[config.mk]
export PLATFORM = sky130hd
export DESIGN_NAME = fsc_regs
export DESIGN_NICKNAME = d
export VERILOG_FILES = /design/src/fsc_pkg.sv /design/src/fsc_regs.sv
export VERILOG_INCLUDE_DIRS = /design/src
export SDC_FILE = /design/constraint.sdc
export NUM_CORES = 1
export LEC_CHECK = 0
export ABC_AREA = 1
export BUFFER_PORTS_ARGS = -buffer_cell sky130_fd_sc_hd__buf_2
export CORE_MARGIN = 2
export CORE_UTILIZATION = 40
export DETAILED_ROUTE_END_ITERATION = 16
export MAX_ROUTING_LAYER = met4
export PLACE_DENSITY = 0.68
export SLEW_MARGIN = 10
export SYNTH_ARGS = -nofsm -noshare
export SYNTH_HDL_FRONTEND = slang
export SYNTH_SLANG_ARGS = --single-unit
[constraint.sdc]
create_clock -name clock_i -period 3.45 [get_ports clock_i]
set_input_delay 1.035 -clock clock_i [delete_from_list [all_inputs] [get_ports clock_i]]
set_output_delay 1.035 -clock clock_i [all_outputs]
set_load 0.02 [all_outputs]
[src/fsc_map.svh]
// Purpose: Address map, field positions and reset values of the serial control slice
// Assumes: Byte addresses on the register port, one 32-bit word per register
// Notes:   Definitions only
`ifndef FSC_MAP_SVH
`define FSC_MAP_SVH
// ============================================================
// Register addresses
`define FSC_A_CTRL        32'hf8034200
`define FSC_A_MODE        32'hf8034204
`define FSC_A_IEN         32'hf8034208
`define FSC_A_IDIS        32'hf803420c
`define FSC_A_IMR         32'hf8034210
`define FSC_A_STAT        32'hf8034214
`define FSC_A_BAUD        32'hf8034220
`define FSC_A_RTO         32'hf8034224
`define FSC_A_TTGR        32'hf8034228
`define FSC_A_WPMR        32'hf80342e4
`define FSC_A_THR         32'hf8034634
`define FSC_A_SMBTR       32'hf8034638
`define FSC_A_FMR         32'hf8034650
// ============================================================
// Control strobe bits
`define FSC_B_ARM         11
`define FSC_B_RESTART     15
`define FSC_B_RTS_ON      18
`define FSC_B_RTS_OFF     19
`define FSC_B_LIN_ABT     20
`define FSC_B_LIN_WAKE    21
// ============================================================
// Mode field values
`define FSC_MODE_HW_HS    4'h2
`define FSC_MODE_NORMAL   4'h0
`define FSC_MODE_SPI_M    4'he
`define FSC_MODE_SPI_S    4'hf
// ============================================================
// Interrupt layout, shared by status and mask
`define FSC_I_RX_READY_MASK       0
`define FSC_I_TX_READY_MASK       1
`define FSC_I_OVR         5
`define FSC_I_TIMEOUT     8
`define FSC_I_TX_EMPTY_MASK     9
`define FSC_I_UNR         10
`define FSC_I_CSEDGE      19
`define FSC_I_CMP         22
`define FSC_I_SEXT        24
`define FSC_I_MEXT        25
`define FSC_I_HMAX        26
`define FSC_SPI_BITS      32'h00480623
`define FSC_IMPL_BITS     32'h07480723
// ============================================================
// Other fields and reset values
`define FSC_B_WRITE_PROTECT_ENABLE        0
`define FSC_B_FIFO_ENABLE_CMD      4
`define FSC_TG_MSB        7
`define FSC_SMBUS_PRESCALE_MSB     3
`define FSC_SEXT_LSB      8
`define FSC_MEXT_LSB      16
`define FSC_HMAX_LSB      24
`define FSC_BAUD_RST      16'h0001
`define FSC_RTS_RST       1'b1
`define FSC_BYTES_ONE     3'h1
`define FSC_BYTES_FOUR    3'h4
`endif

[src/fsc_pkg.sv]
// Purpose: Shared types of the serial control slice
// Assumes: Nothing
// Notes:   Numbers live in fsc_map.svh
package fsc_pkg;
    typedef logic [31:0] fsc_word_t;
    typedef logic [3:0]  fsc_mode_t;
    typedef enum logic [1:0] {
        FSC_TO_IDLE,
        FSC_TO_WAIT,
        FSC_TO_RUN
    } fsc_to_state_t;
endpackage

[src/fsc_regs.sv]
// Purpose: Register slice of a multi-protocol serial unit (USART, LIN, SPI, two-wire)
// Assumes: Single clock; all inputs synchronous; ce_i low freezes every flip-flop
// Notes:   Read data appear in the cycle after the read strobe only
//
// Local design decision: the strobed register port.
`timescale 1ns/1ps
`include "fsc_map.svh"

module fsc_regs (
    // Clock, reset, enable
    input  wire logic                 clock_i,
    input  wire logic                 rstn_i,
    input  wire logic                 ce_i,
    // Register port
    input  wire fsc_pkg::fsc_word_t   addr_i,
    input  wire fsc_pkg::fsc_word_t   wdata_i,
    input  wire logic                 we_i,
    input  wire logic                 re_i,
    output logic [31:0]               rdata_o,
    // Serial engine events, one-cycle pulses
    input  wire logic                 rx_ready_evt_i,
    input  wire logic                 tx_ready_evt_i,
    input  wire logic                 overrun_evt_i,
    input  wire logic                 tx_empty_evt_i,
    input  wire logic                 underrun_evt_i,
    input  wire logic                 cs_edge_evt_i,
    input  wire logic                 compare_evt_i,
    input  wire logic                 rx_char_i,
    input  wire logic                 tx_char_done_i,
    // Two-wire clock line state, levels
    input  wire logic                 scl_slave_low_i,
    input  wire logic                 scl_master_low_i,
    input  wire logic                 scl_high_i,
    // Outputs to serial engine and pins
    output logic                      irq_o,
    output logic                      rts_o,
    output logic                      lin_abort_o,
    output logic                      lin_wakeup_o,
    output logic                      tx_hold_o,
    output logic [31:0]               twi_tx_data_o,
    output logic [2:0]                twi_tx_bytes_o,
    output logic                      twi_tx_valid_o,
    output logic                      bus_free_o
);
    import fsc_pkg::*;

    // ============================================================
    // Decode
    function automatic logic hit(input fsc_word_t a, input fsc_word_t ref_a);
        hit = (a == ref_a);
    endfunction

    wire wr_ctrl  = we_i && hit(addr_i, `FSC_A_CTRL);
    wire wr_mode  = we_i && hit(addr_i, `FSC_A_MODE);
    wire wr_ien   = we_i && hit(addr_i, `FSC_A_IEN);
    wire wr_idis  = we_i && hit(addr_i, `FSC_A_IDIS);
    wire wr_stat  = we_i && hit(addr_i, `FSC_A_STAT);
    wire wr_baud  = we_i && hit(addr_i, `FSC_A_BAUD);
    wire wr_rto   = we_i && hit(addr_i, `FSC_A_RTO);
    wire wr_wpmr  = we_i && hit(addr_i, `FSC_A_WPMR);
    wire wr_thr   = we_i && hit(addr_i, `FSC_A_THR);
    wire wr_smbtr = we_i && hit(addr_i, `FSC_A_SMBTR);
    wire wr_fmr   = we_i && hit(addr_i, `FSC_A_FMR);

    // ============================================================
    // Configuration registers
    fsc_mode_t   mode_reg;
    logic        write_protect_enable_reg;
    logic [7:0]  tg_reg;
    logic [15:0] baud_reg;
    logic [15:0] rto_reg;
    fsc_word_t   smbtr_reg;
    logic        fifo_en_reg;
    logic [1:0]  tx_ready_level_mode_reg;
    fsc_word_t   imr_reg;
    fsc_word_t   stat_reg;

    // Protection locks only the timeguard; the lock bit itself stays writable
    wire wr_ttgr = we_i && hit(addr_i, `FSC_A_TTGR) && !write_protect_enable_reg;

    wire spi_mode = (mode_reg == `FSC_MODE_SPI_M) || (mode_reg == `FSC_MODE_SPI_S);

    wire [7:0] tg_next = wr_ttgr ? wdata_i[`FSC_TG_MSB:0] : tg_reg;

    // Enable sets, disable clears; a bit in both writes is left set
    wire [31:0] imr_next = ((imr_reg & ~({32{wr_idis}} & wdata_i)) | ({32{wr_ien}} & wdata_i))
                           & `FSC_IMPL_BITS;

    always_ff @(posedge clock_i or negedge rstn_i) begin
        if (!rstn_i) begin
            mode_reg    <= `FSC_MODE_NORMAL;
            write_protect_enable_reg    <= 1'b0;
            tg_reg      <= 8'h00;
            baud_reg    <= `FSC_BAUD_RST;
            rto_reg     <= 16'h0000;
            smbtr_reg   <= 32'h00000000;
            fifo_en_reg <= 1'b0;
            tx_ready_level_mode_reg  <= 2'h0;
            imr_reg     <= 32'h00000000;
        end else if (ce_i) begin
            if (wr_mode) mode_reg <= wdata_i[3:0];
            if (wr_wpmr) write_protect_enable_reg <= wdata_i[`FSC_B_WRITE_PROTECT_ENABLE];
            tg_reg  <= tg_next;
            if (wr_baud) baud_reg <= wdata_i[15:0];
            if (wr_rto) rto_reg <= wdata_i[15:0];
            if (wr_smbtr) smbtr_reg <= wdata_i;
            if (wr_fmr) begin
                fifo_en_reg <= wdata_i[`FSC_B_FIFO_ENABLE_CMD];
                tx_ready_level_mode_reg  <= wdata_i[1:0];
            end
            imr_reg <= imr_next;
        end
    end

    // ============================================================
    // Control strobes
    wire cmd_arm     = wr_ctrl && wdata_i[`FSC_B_ARM];
    wire cmd_restart = wr_ctrl && wdata_i[`FSC_B_RESTART];
    wire cmd_rts_on  = wr_ctrl && wdata_i[`FSC_B_RTS_ON];
    wire cmd_rts_off = wr_ctrl && wdata_i[`FSC_B_RTS_OFF];

    // In other modes rts_o keeps its value and the commands do nothing
    logic rts_next;
    always_comb begin
        rts_next = rts_o;
        if (mode_reg == `FSC_MODE_HW_HS) begin
            if (cmd_rts_on) rts_next = 1'b1;
            if (cmd_rts_off) rts_next = 1'b0;
        end else if (mode_reg == `FSC_MODE_NORMAL) begin
            if (cmd_rts_on) rts_next = 1'b0;
            if (cmd_rts_off) rts_next = 1'b1;
        end
    end

    always_ff @(posedge clock_i or negedge rstn_i) begin
        if (!rstn_i) begin
            rts_o        <= `FSC_RTS_RST;
            lin_abort_o  <= 1'b0;
            lin_wakeup_o <= 1'b0;
        end else if (ce_i) begin
            rts_o        <= rts_next;
            lin_abort_o  <= wr_ctrl && wdata_i[`FSC_B_LIN_ABT];
            lin_wakeup_o <= wr_ctrl && wdata_i[`FSC_B_LIN_WAKE];
        end
    end

    // ============================================================
    // Bit period tick, divisor zero treated as one
    logic [15:0] baud_cnt_reg;
    wire bit_tick = (baud_cnt_reg + 16'h0001 >= baud_reg);

    always_ff @(posedge clock_i or negedge rstn_i) begin
        if (!rstn_i) baud_cnt_reg <= 16'h0000;
        else if (ce_i) baud_cnt_reg <= bit_tick ? 16'h0000 : baud_cnt_reg + 16'h0001;
    end

    // ============================================================
    // Receive timeout, counted in bit periods
    fsc_to_state_t to_state_reg;
    fsc_to_state_t to_state_next;
    logic [15:0]   to_cnt_reg;
    logic [15:0]   to_cnt_next;
    logic          to_evt;

    always_comb begin
        to_state_next = to_state_reg;
        to_cnt_next   = to_cnt_reg;
        to_evt        = 1'b0;
        case (to_state_reg)
            FSC_TO_IDLE: ;
            FSC_TO_WAIT: begin
                if (rx_char_i) begin
                    to_state_next = FSC_TO_RUN;
                    to_cnt_next   = rto_reg;
                end
            end
            FSC_TO_RUN: begin
                if (rx_char_i) begin
                    to_cnt_next = rto_reg;
                end else if (bit_tick) begin
                    if (to_cnt_reg <= 16'h0001) begin
                        to_evt        = 1'b1;
                        to_state_next = FSC_TO_IDLE;
                    end else begin
                        to_cnt_next = to_cnt_reg - 16'h0001;
                    end
                end
            end
            default: to_state_next = FSC_TO_IDLE;
        endcase
        if (cmd_arm) begin
            to_state_next = FSC_TO_WAIT;
            to_evt        = 1'b0;
        end else if (cmd_restart) begin
            to_state_next = FSC_TO_RUN;
            to_cnt_next   = rto_reg;
        end
        if (rto_reg == 16'h0000) begin
            to_state_next = FSC_TO_IDLE;
        end
    end

    always_ff @(posedge clock_i or negedge rstn_i) begin
        if (!rstn_i) begin
            to_state_reg <= FSC_TO_IDLE;
            to_cnt_reg   <= 16'h0000;
        end else if (ce_i) begin
            to_state_reg <= to_state_next;
            to_cnt_reg   <= to_cnt_next;
        end
    end

    // ============================================================
    // Transmit timeguard: hold the transmitter idle after each character
    logic [7:0] tg_cnt_reg;
    wire tg_load = tx_char_done_i && (tg_reg != 8'h00);
    wire tg_dec  = bit_tick && (tg_cnt_reg != 8'h00);

    always_ff @(posedge clock_i or negedge rstn_i) begin
        if (!rstn_i) begin
            tg_cnt_reg <= 8'h00;
            tx_hold_o  <= 1'b0;
        end else if (ce_i) begin
            if (tg_load) begin
                tg_cnt_reg <= tg_reg;
                tx_hold_o  <= 1'b1;
            end else if (tg_dec) begin
                tg_cnt_reg <= tg_cnt_reg - 8'h01;
                tx_hold_o  <= (tg_cnt_reg != 8'h01);
            end
        end
    end

    // ============================================================
    // Two-wire transmit holding, all four lanes only in FIFO multi-data mode
    wire [2:0] thr_bytes = (fifo_en_reg && (tx_ready_level_mode_reg != 2'h0)) ? `FSC_BYTES_FOUR : `FSC_BYTES_ONE;

    always_ff @(posedge clock_i or negedge rstn_i) begin
        if (!rstn_i) begin
            twi_tx_data_o  <= 32'h00000000;
            twi_tx_bytes_o <= 3'h0;
            twi_tx_valid_o <= 1'b0;
        end else if (ce_i) begin
            twi_tx_valid_o <= wr_thr;
            if (wr_thr) begin
                twi_tx_data_o  <= wdata_i;
                twi_tx_bytes_o <= thr_bytes;
            end
        end
    end

    // ============================================================
    // SMBus prescaler: tick every 2^(n+1) clocks
    logic [16:0] smbus_prescale_cnt_reg;
    wire [3:0]  smbus_prescale     = smbtr_reg[`FSC_SMBUS_PRESCALE_MSB:0];
    wire [16:0] smbus_prescale_top = (17'h00002 << smbus_prescale) - 17'h00001;
    wire        smb_tick  = (smbus_prescale_cnt_reg >= smbus_prescale_top);

    always_ff @(posedge clock_i or negedge rstn_i) begin
        if (!rstn_i) smbus_prescale_cnt_reg <= 17'h00000;
        else if (ce_i) smbus_prescale_cnt_reg <= smb_tick ? 17'h00000 : smbus_prescale_cnt_reg + 17'h00001;
    end

    // Slave stretch, master stretch and clock-high counters share one shape
    wire [2:0] lvl = {scl_high_i, scl_master_low_i, scl_slave_low_i};
    wire [7:0] lim [3] = '{smbtr_reg[`FSC_SEXT_LSB +: 8], smbtr_reg[`FSC_MEXT_LSB +: 8],
                           smbtr_reg[`FSC_HMAX_LSB +: 8]};
    logic [2:0] lim_hit;
    logic [2:0] lim_evt;

    genvar g;
    generate
        for (g = 0; g < 3; g++) begin : g_limit
            logic [7:0] cnt_reg;
            logic       done_reg;
            // A zero limit disables the stretch checks; the high limit has no off value
            wire armed = (g == 2) || (lim[g] != 8'h00);
            wire reach = lvl[g] && armed && (cnt_reg >= lim[g]);
            assign lim_hit[g] = reach;
            assign lim_evt[g] = reach && !done_reg;
            always_ff @(posedge clock_i or negedge rstn_i) begin
                if (!rstn_i) begin
                    cnt_reg  <= 8'h00;
                    done_reg <= 1'b0;
                end else if (ce_i) begin
                    if (!lvl[g]) begin
                        cnt_reg  <= 8'h00;
                        done_reg <= 1'b0;
                    end else begin
                        if (smb_tick && cnt_reg != 8'hff) cnt_reg <= cnt_reg + 8'h01;
                        if (reach) done_reg <= 1'b1;
                    end
                end
            end
        end
    endgenerate

    // ============================================================
    // Sticky status, write one to clear; a new event beats the clear
    logic [31:0] evt;
    always_comb begin
        evt                 = 32'h00000000;
        evt[`FSC_I_RX_READY_MASK]   = rx_ready_evt_i;
        evt[`FSC_I_TX_READY_MASK]   = tx_ready_evt_i;
        evt[`FSC_I_OVR]     = overrun_evt_i;
        evt[`FSC_I_TIMEOUT] = to_evt;
        evt[`FSC_I_TX_EMPTY_MASK] = tx_empty_evt_i;
        evt[`FSC_I_UNR]     = underrun_evt_i;
        evt[`FSC_I_CSEDGE]  = cs_edge_evt_i;
        evt[`FSC_I_CMP]     = compare_evt_i;
        evt[`FSC_I_SEXT]    = lim_evt[0];
        evt[`FSC_I_MEXT]    = lim_evt[1];
        evt[`FSC_I_HMAX]    = lim_evt[2];
    end

    wire [31:0] w1c       = {32{wr_stat}} & wdata_i;
    wire [31:0] arm_clr   = cmd_arm ? (32'h1 << `FSC_I_TIMEOUT) : 32'h00000000;
    wire [31:0] stat_next = ((stat_reg & ~w1c & ~arm_clr) | evt) & `FSC_IMPL_BITS;

    // SPI interrupt bits count only while an SPI mode is selected
    wire [31:0] mask_eff  = spi_mode ? imr_reg : (imr_reg & ~`FSC_SPI_BITS);
    wire        irq_next  = |(stat_next & mask_eff);

    always_ff @(posedge clock_i or negedge rstn_i) begin
        if (!rstn_i) begin
            stat_reg   <= 32'h00000000;
            irq_o      <= 1'b0;
            bus_free_o <= 1'b0;
        end else if (ce_i) begin
            stat_reg   <= stat_next;
            irq_o      <= irq_next;
            bus_free_o <= lim_hit[2];
        end
    end

    // ============================================================
    // Read path
    wire [31:0] imr_spi_view = spi_mode ? (imr_reg & `FSC_SPI_BITS) : 32'h00000000;
    logic [31:0] rd_mux;
    always_comb begin
        case (addr_i)
            `FSC_A_MODE:  rd_mux = {28'h0000000, mode_reg};
            `FSC_A_IMR:   rd_mux = imr_spi_view | (imr_reg & ~`FSC_SPI_BITS);
            `FSC_A_STAT:  rd_mux = stat_reg;
            `FSC_A_BAUD:  rd_mux = {16'h0000, baud_reg};
            `FSC_A_RTO:   rd_mux = {16'h0000, rto_reg};
            `FSC_A_TTGR:  rd_mux = {24'h000000, tg_reg};
            `FSC_A_WPMR:  rd_mux = {31'h00000000, write_protect_enable_reg};
            `FSC_A_SMBTR: rd_mux = {smbtr_reg[31:8], 4'h0, smbtr_reg[3:0]};
            `FSC_A_FMR:   rd_mux = {27'h0000000, fifo_en_reg, 2'h0, tx_ready_level_mode_reg};
            default:      rd_mux = 32'h00000000;
        endcase
    end

    always_ff @(posedge clock_i or negedge rstn_i) begin
        if (!rstn_i) rdata_o <= 32'h00000000;
        else if (ce_i) rdata_o <= re_i ? rd_mux : 32'h00000000;
    end

endmodule // fsc_regs

==> metrics.txt, run 1 <==
CTS tree=yes; Hold Crit Class=in -> async; largest net degree at the start of global routing=between 80 and 90; Port-buffer cells=153; Max Clock Freq=between 200 and 300 MHz; peak supply drop=around 330 uV; die width=199 um; async set-reset flop share out of synthesis=between 90% and 100%; Tightest Pin Transition=slightly above 0.8 ns; Reg2Reg Depth=22; Post-Syn Area=approximately 0.015 sq mm; first-pass GRT wire length=~73 mm; Root Driver=clkbuf_16; CP Launch Point=baud_cnt_reg[1]; Rel. slew slack=a little under half; Mapped Cells=2010; commonest non-fill, non-tap cells in the layout=nand2_1, dfrtp_1, inv_1, nor2_1, buf_2; vias in the first global route=13800; pwr dens=between 400 and 500 mW/mm^2; syn nets=2161; HPWL Detailed=33.1 mm; # DRC=0; GRT Resource Usage Total=about a quarter; sequential area share after synthesis=a little over two fifths; GPL Wtd Cong=about 0.95; largest family of logic cells by synthesized area=simple AND/OR/NAND/NOR gates; die area=a little under 0.04 sq mm; clk slew on worst S/H paths=approximately 0.060 ns; Critical R2R Capture=to_cnt_reg[8]; failing checks=setup timing; fin. max-slew vios=0; Synth Area in Adders=~5.8%; Worst EP required=~4 ns; fillers=~3700; simple-gate area share of the yosys netlist=between 20 and 30%; number of synthesized register bits=257; Clock Latency Late Sink=0.58 ns; Hold Violations, Final=0; initial antenna violation count=1; EDFF count, synth=0; Synth Area per Inst=about 7.6 sq um; CP arrival=approximately 4.0 ns; CTS buffer count=31; Ys Warns=0; critical path endpoint=to_cnt_reg[8]; initial DRC count=~1200; Setup Viol. Count Final=2; TNS Setup=-0.0442 ns; post-route worst setup slack=-0.0306 ns; RSZ-0062 raised after global routing=yes; critical path class=reg -> reg; Unique masters post-synth=53; H-tree levels=1; final wirelength=about 46 mm; Synth Area in Compound Gates=around 14%; Post-layout nets=between 2000 and 2500; IO Pins=155; First-pass DRT Iterations=6; DR vias/cell=5.29; overall via count from detail_route=roughly 14000; flop2flop setup slack=-0.03 ns; area grow syn2layout=19.5%; core region area=0.0375 sq mm; Die Span Y=slightly below 200 um; Startpoint Class=flop; Post-synth top flop=dfrtp_1; grt total ovfl=0; dpl cell area=between 0.015 and 0.02 sq mm; fin crit period=between 3 and 4 ns; most common cell after layout, fill and taps aside=nand2_1; proportion of layout cells with a drive suffix above 1=approximately 17%; post-route cell area=0.0181 sq mm; FP Rows=between 70 and 80; worst-path maximum fanout=7; Reg-to-Reg Start=baud_cnt_reg[1]; Pleak=between 0.008 and 0.009 uW; clock skew=0.0222 ns; TritonCTS Sinks=approximately 260; Max-Cap Viols=0; CTS Buffer Depth=3; post-synthesis mux area share=less than 1%; Setup crit end kind=flop; drt wl/cell=between 15 and 20 um; Tcrit/Tclk final=101%; status=finished with violations; post-route ant nets=0; starting density of the core=between 40% and 50%; xor/xnor share of the synthesized area=2.54%; worst hold slack=0.351 ns
-- layer usage --
layer	track usage, %	share of wire [%]	wire length, um
met5	-	0	0
met4	10.4	4.5	2060
met3	3.03	5.7	2600
met2	38.7	48	21900
met1	29.6	42	19200
-- worst min-delay path by stage --
| stage | from | end | slack [ns] |
|---|---|---|---|
| after floorplan | smbtr_reg[25] | smbtr_reg[25] | 0.45 |
| after global placement | rdata_o[24] | rdata_o[24] | 0.46 |
| after detailed placement | rdata_o[28] | rdata_o[28] | 0.46 |
| after CTS | rstn_i | twi_tx_data_o[20] | 0.34 |
| after global routing | rstn_i | smbtr_reg[21] | 0.37 |
| final | rstn_i | smbtr_reg[20] | 0.35 |
-- cell usage after synthesis (15+ instances only) --
library cell | n | share of area, %
o21ai_1 | 95 | 3.1
inv_2 | 17 | 0.42
clkbuf_1 | 48 | 1.2
nand4_1 | 39 | 1.6
o21ai_2 | 17 | 0.98
o21ai_0 | 115 | 3.8
xor2_1 | 41 | 2.4
buf_2 | 15 | 0.49
nor3_1 | 44 | 1.5
nand2_1 | 483 | 12
nand3_1 | 110 | 3.6
a21oi_1 | 68 | 2.2
o22ai_1 | 25 | 1.0
inv_1 | 248 | 6.1
dfrtp_1 | 255 | 42
nand2_2 | 15 | 0.62
nor2_1 | 187 | 4.6
ha_1 | 70 | 5.8
-- metrics by stage --
step | utilization, % | setup WS [ns] | power (uW) | std cells
after detailed placement | 44.4 | -0.168 | 4790 | 2643
after floorplan | - | 0.288 | 4310 | 2010
after global placement | 44.4 | -0.00223 | 4740 | 2643
after CTS | 47.4 | 0.0360 | 8290 | 2702
final | 48.4 | -0.0306 | 8370 | 2713
after global routing | 48.4 | -0.214 | 8770 | 2713
-- timing repair --
item	4_1_cts	5_1_grt
setup buffers	3	10
cloned	1	0
hold buffers	0	0
endpoints found under the setup margin	26	68
hold endpoints to repair	0	0
pin swaps	1	39
gates resized for setup	4	77
-- final cells by class --
| type | count | area (sq um) | area share, % |
|---|---|---|---|
| clock inverters | 15 | 210 | 1.16 |
| diodes | 1 | 2.50 | 0.0138 |
| flip-flops and latches | 257 | 6430 | 35.5 |
| well taps | 511 | 639 | 3.52 |
| clock buffers | 40 | 860 | 4.74 |
| multi-input cells | 1413 | 7690 | 42.4 |
| repair inverters | 1 | 7.51 | 0.0414 |
| inverters | 267 | 1010 | 5.57 |
| repair buffers | 208 | 1280 | 7.06 |
-- kinds of logic (layout without fill, tap and decap cells) --
kind of cell	Yosys count	count (layout)
simple gates	914	914
compound gates	380	380
buf+inv	340	531
flops	257	257
fa+ha+maj	70	70
xor+xnor	44	44
mux	3	3
other cells	2	3
-- power by group --
group	internal, uW	switching, uW	total (uW)	leakage [uW]
registers	3180	170	3350	0.00349
logic	593	991	1580	0.00491
clock network	2120	1320	3430	0.000530
-- worst max-delay path: stages, from the launching register on --
cell     delay (ns)
dfrtp_1        0.42
ha_4           0.18
nand3_4        0.08
nor3_4         0.22
nand3_2        0.13
nor3_4         0.20
nand3_2        0.12
nor3_4         0.21
xor2_1         0.21
inv_1          0.12
ha_4           0.29
nand2_4        0.06
o21ai_2        0.14
a21oi_2        0.05
nand2_2        0.11
buf_12         0.14
buf_8          0.13
nand3_4        0.07
nand2_2        0.08
nand2_2        0.05
o21ai_2        0.13
nand3_1        0.10
a21oi_2        0.15
Note: power is estimated with default switching activity, not from simulation.
==> run 2, diff against run 1 <==
- PLACE_DENSITY: 0.68 -> default
- PLACE_DENSITY_LB_ADDON: default -> 0.25
- clock period: 3.45 -> 3.83 ns (I/O delays scaled with it)
==> run 2 against run 1 <==
The run now ends clean; die area did not move; global-route usage up 0.79 points; clock-buffer cell count shrank 2; first-iteration DRC count fell by 21%; sequential power down 10%; register-to-register slack improved by 0.34 ns; wire length up 1.6%; setup slack gained 0.34 ns; hold slack gained 0.13 ns; highest routed layer unchanged.
==> metrics.txt, run 2 (synthesis results as in run 1) <==
status=finished, final reports clean; # DRC=0; largest net degree at the start of global routing=between 70 and 80; HPWL Detailed=around 34 mm; initial antenna violation count=1; fillers=approximately 3800; die area=0.0395 sq mm; post-layout util=between 40% and 50%; peak supply drop=roughly 350 uV; CP arrival=about 4.0 ns; Setup crit end kind=flop; grt total ovfl=0; Max Clock Freq=284 MHz; Pleak=0.00879 uW; CTS tree=yes; final wirelength=about 47 mm; Tcrit/Tclk final=between 90% and 100%; initial DRC count=939; dpl ws=0.238 ns; proportion of layout cells with a drive suffix above 1=14.7%; area grow syn2layout=17.1%; First-pass DRT Iterations=5; Max-Cap Viols=0; Die Span Y=199 um; dpl cell area=between 0.015 and 0.02 sq mm; FP Rows=between 70 and 80; CTS Buffer Depth=3; vias in the first global route=around 14000; overall via count from detail_route=between 10000 and 15000; Clock Latency Late Sink=0.59 ns; Hold Violations, Final=0; post-route ant nets=0; clk slew on worst S/H paths=about 0.06 ns; Startpoint Class=flop; pwr dens=between 400 and 500 mW/mm^2; Port-buffer cells=around 150; critical path class=reg -> reg; most common cell after layout, fill and taps aside=nand2_1; CTS buffer count=31; fin crit period=~3.5 ns; Worst EP required=roughly 4.3 ns; TritonCTS Sinks=roughly 260; Root Driver=clkbuf_16; fin. max-slew vios=0; starting density of the core=a little over 40%; first-pass GRT wire length=about 74 mm; GRT Resource Usage Total=about 25%; Tightest Pin Transition=0.808 ns; post-route worst setup slack=a little over 0.3 ns; worst-path maximum fanout=16; Post-layout nets=2307; Multi-input gate area=between 0.007 and 0.008 sq mm; clock skew=0.0316 ns; Hold Crit Class=reg -> reg; Setup Viol. Count Final=0; die width=199 um; post-route cell area=0.0178 sq mm; drt wl/cell=around 17 um; core region area=~0.037 sq mm; commonest non-fill, non-tap cells in the layout=nand2_1, dfrtp_1, inv_1, nor2_1, buf_2; GPL Wtd Cong=a little under 1; Rel. slew slack=46.1%; H-tree levels=1; IO Pins=between 150 and 200; DR vias/cell=about 5.3; Reg area=approximately 0.0064 sq mm
-- run 2: cell count changes in the layout (fill, tap and decap cells not counted), sizes merged --
cell      previous run  this run
clkinvlp             3         1
bufinv               5         9
inv                265       266
clkbuf              40        38
buf                208       186
clkinv              10        11
-- run 2: report_power, final --
| group | switching [uW] | internal [uW] | total [uW] |
|---|---|---|---|
| Clock | 1230 | 2130 | 3360 |
| Combinational | 837 | 447 | 1280 |
| Sequential | 146 | 2870 | 3010 |
-- run 2: worst paths after layout --
| path | to | depth (start not counted) | startpoint | slack [ns] |
|---|---|---|---|---|
| worst max-delay path | tg_cnt_reg[1] | 21 | baud_cnt_reg[0] | 0.31 |
| worst min-delay path | rdata_o[7] | 2 | rdata_o[7] | 0.48 |
| worst max register to register | tg_cnt_reg[1] | 21 | baud_cnt_reg[0] | 0.31 |
| worst min register to register | rdata_o[7] | 2 | rdata_o[7] | 0.48 |
| max in group asynchronous | rts_o | 2 | rstn_i | 2.53 |
| min in group asynchronous | smbus_prescale_cnt_reg[10] | 1 | rstn_i | 0.51 |
-- run 2: per-layer routing --
layer	track usage (%)	wire length, um	up-vias
li1	-	-	6899
met3	2.87	2280	88
met2	41.0	22300	396
met1	30.7	20300	6888
met5	-	0	-
met4	8.79	1620	0
-- run 2: worst max-delay path, stage by stage, from the launching register on --
cell and delay (ns):
dfrtp_1 0.40, ha_1 0.20, nand3_1 0.12, nor3_2 0.26
nand3_2 0.15, nor3_4 0.21, nand3_1 0.14, nor3_2 0.14
xor2_1 0.21, inv_1 0.06, ha_1 0.27, nand2_1 0.10
o21ai_0 0.10, a21oi_1 0.16, nand2_2 0.14, buf_12 0.18
nand2_1 0.05, nand2_1 0.05, nand2_2 0.11, clkinv_4 0.12
o211ai_1 0.09, o21ai_0 0.11
-- run 2: final cells by class --
| class | instances | area share, % |
|---|---|---|
| multi-input cells | 1413 | 41.8 |
| flip-flops and latches | 257 | 36.2 |
| repair buffers | 186 | 6.18 |
| inverters | 267 | 5.67 |
| clock buffers | 38 | 4.62 |
| well taps | 511 | 3.60 |
| clock inverters | 20 | 1.89 |
| diodes | 1 | 0.0141 |
-- run 2: what timing repair did --
| action | CTS | global route |
|---|---|---|
| resized for setup | 0 | 8 |
| hold buffers | 0 | 0 |
| setup endpoints to repair | 0 | 24 |
| setup buffers | 0 | 3 |
-- run 2: metrics by stage --
stage,instances,total power (uW),setup TNS (ns),hold slack [ns]
floorplan,2010,3880,0,0.453
global route,2693,8020,-0.0229,0.496
detailed placement,2631,4310,0,0.459
global placement,2631,4270,0,0.463
finish,2693,7660,0,0.476
CTS,2689,7680,0,0.480
==> run 3, diff against run 2 <==
==> constraint.sdc (replaced) <==
create_clock -name clock_i -period 3.83 [get_ports clock_i]
set_input_delay 0.5745 -clock clock_i [delete_from_list [all_inputs] [get_ports clock_i]]
set_output_delay 0.5745 -clock clock_i [all_outputs]
set_load 0.02 [all_outputs]
==> run 3 against run 2 <==
The flow now finishes with violations (hold timing); clock skew shrank 0.017 ns; sequential cell count is the same; die area is the same; via count shrank 2.0%; clock-buffer cell count grew 6; core utilization shrank 0.60 points; setup slack gained 0.035 ns; register-to-register slack gained 0.04 ns; global-route usage shrank 0.22 points; critical endpoint is now to_state_reg[1]; largest power group is now sequential cells.
==> metrics.txt, run 3 (synthesis results as in run 1) <==
Tightest Pin Transition=between 0.8 and 0.9 ns; worst hold slack=-0.00284 ns; Reg-to-Reg Start=baud_cnt_reg[0]; CP most frequent cell=nand2_1; Hold Violations, Final=1; overall via count from detail_route=roughly 14000; Hold Crit Class=in -> async; H-tree levels=1; Max-Cap Viols=0; clk slew on worst S/H paths=0.06 ns; DR vias/cell=about 5.2; First-pass DRT Iterations=6; commonest non-fill, non-tap cells in the layout=nand2_1, dfrtp_1, inv_1, nor2_1, buf_2; area grow syn2layout=15.6%; Port-buffer cells=roughly 150; most common cell after layout, fill and taps aside=nand2_1; post-route ant nets=0; CTS tree=yes; Setup Viol. Count Final=0; worst-path maximum fanout=16; CP arrival=between 3 and 4 ns; post-route worst setup slack=0.345 ns; Startpoint Class=flop; # DRC=0; status=finished with violations; IO Pins=around 160; proportion of layout cells with a drive suffix above 1=between 10% and 20%; CP max stage delay=roughly 0.4 ns; GPL Wtd Cong=0.920; RSZ-0062 raised after global routing=no; Tcrit/Tclk final=91.0%; Setup crit end kind=flop; Max Clock Freq=~290 MHz; largest net degree at the start of global routing=90; TNS Setup=0 ns; pwr dens=~410 mW/mm^2; CTS Buffer Depth=3; Root Driver=clkbuf_16; Clock Latency Late Sink=0.60 ns; final wirelength=around 46 mm; TritonCTS Sinks=257; initial DRC count=~950; Rel. slew slack=~45%; fin crit period=3.48 ns; FP Rows=about 70; initial antenna violation count=3; fillers=approximately 3800; die area=0.0395 sq mm; Die Span Y=roughly 200 um; die width=approximately 200 um; grt total ovfl=0; peak supply drop=between 400 and 500 uV; post-CTS setup buffer count=0; CTS buffer count=31; HPWL Detailed=approximately 33 mm; drt wl/cell=17.1 um; failing checks=hold timing; Post-CTS Hold Buffers=0; clock skew=0.0150 ns; GRT Resource Usage Total=~24%; fin. max-slew vios=0; Post-layout nets=2297; Pleak=~0.0086 uW; crit path cell chain=ha_1 > nand3_1 > nor3_2 > nand3_2 > nor3_2 > nand3_1 > nor3_2 > xor2_1 > inv_1 > ha_1 > nand2_1 > nor3_1 > nand2_1 > nand2_2 > buf_12 > nand2_1 > a21oi_1 > o21ai_1 > nand3_1 > nand2_1 > nand2_1 > nand2_1; vias in the first global route=13600; first-pass GRT wire length=about 73 mm; critical path's slowest cell=dfrtp_1; Worst EP required=about 4.3 ns; critical path class=reg -> reg; CP Launch Point=baud_cnt_reg[0]; starting density of the core=between 40% and 50%; core region area=about 0.037 sq mm; dpl ws=between 0.2 and 0.25 ns
## run 3: cell types whose count changed in the layout (fill, tap and decap cells not counted), sizes merged
cell      before  now
buf          186  176
clkinvlp       1    5
bufinv         9    1
clkinv        11    7
clkbuf        38   44
inv          266  265
diode          1    3
## run 3: path summary, 6_finish.rpt
path | to | slack (ns) | cells past startpoint
min in group clock_i | twi_tx_data_o[23] | 0.23 | 3
setup reg to reg | to_state_reg[1] | 0.35 | 22
max in group asynchronous | rts_o | 2.93 | 2
setup / recovery | to_state_reg[1] | 0.35 | 22
hold reg to reg | rdata_o[6] | 0.47 | 2
hold / removal | smbus_prescale_cnt_reg[13] | -0.003 | 1
## run 3: cell type report
cell class,count,area [sq um],area share (%)
Tap cell,511,639,3.64
Inverter,267,1010,5.74
Multi-Input combinational cell,1413,7440,42.4
Sequential cell,257,6430,36.7
Timing Repair Buffer,176,986,5.62
Clock buffer,44,925,5.27
Antenna cell,3,7.51,0.0428
Clock inverter,11,111,0.634
## run 3: layer usage
metal	GRT usage [%]	routed length, um	vias to the layer above
li1	-	-	6879
met1	30.0	19700	6644
met5	-	0	-
met4	10.4	2080	0
met3	3.80	2300	110
met2	39.6	21900	356
## run 3: per-stage QoR
stage	area (sq um)	utilization (%)	total power (uW)	std cells	hold slack, ns
floorplan	15200	-	3880	2010	0.279
global placement	16500	44.0	4250	2624	0.462
detailed placement	16500	44.0	4300	2624	0.458
CTS	17500	46.7	7310	2679	0.0179
global route	17600	46.8	7620	2682	0.0565
finish	17600	46.8	7270	2682	-0.00284
## run 3: power breakdown
part / switching (uW) / total [uW] / leakage, uW / internal (uW)
combinational: 823 / 1250 / 0.00465 / 431
clock: 1260 / 3000 / 0.000498 / 1740
sequential: 148 / 3010 / 0.00349 / 2870
total: 2230 / 7270 / 0.00864 / 5040
## run 3: repair_timing
| item | 4_1_cts | 5_1_grt |
|---|---|---|
| setup endpoints to repair | 0 | 27 |
| hold endpoints to repair | 0 | 0 |
| gates resized for setup | 0 | 8 |
## run 3: critical path, delay by kind of cell (launching register included)
kind,cells,cell delay [ns]
compound gates,2,0.19
xor+xnor,1,0.20
fa+ha+maj,2,0.47
buf+inv,2,0.23
flops,1,0.41
simple gates,15,1.88
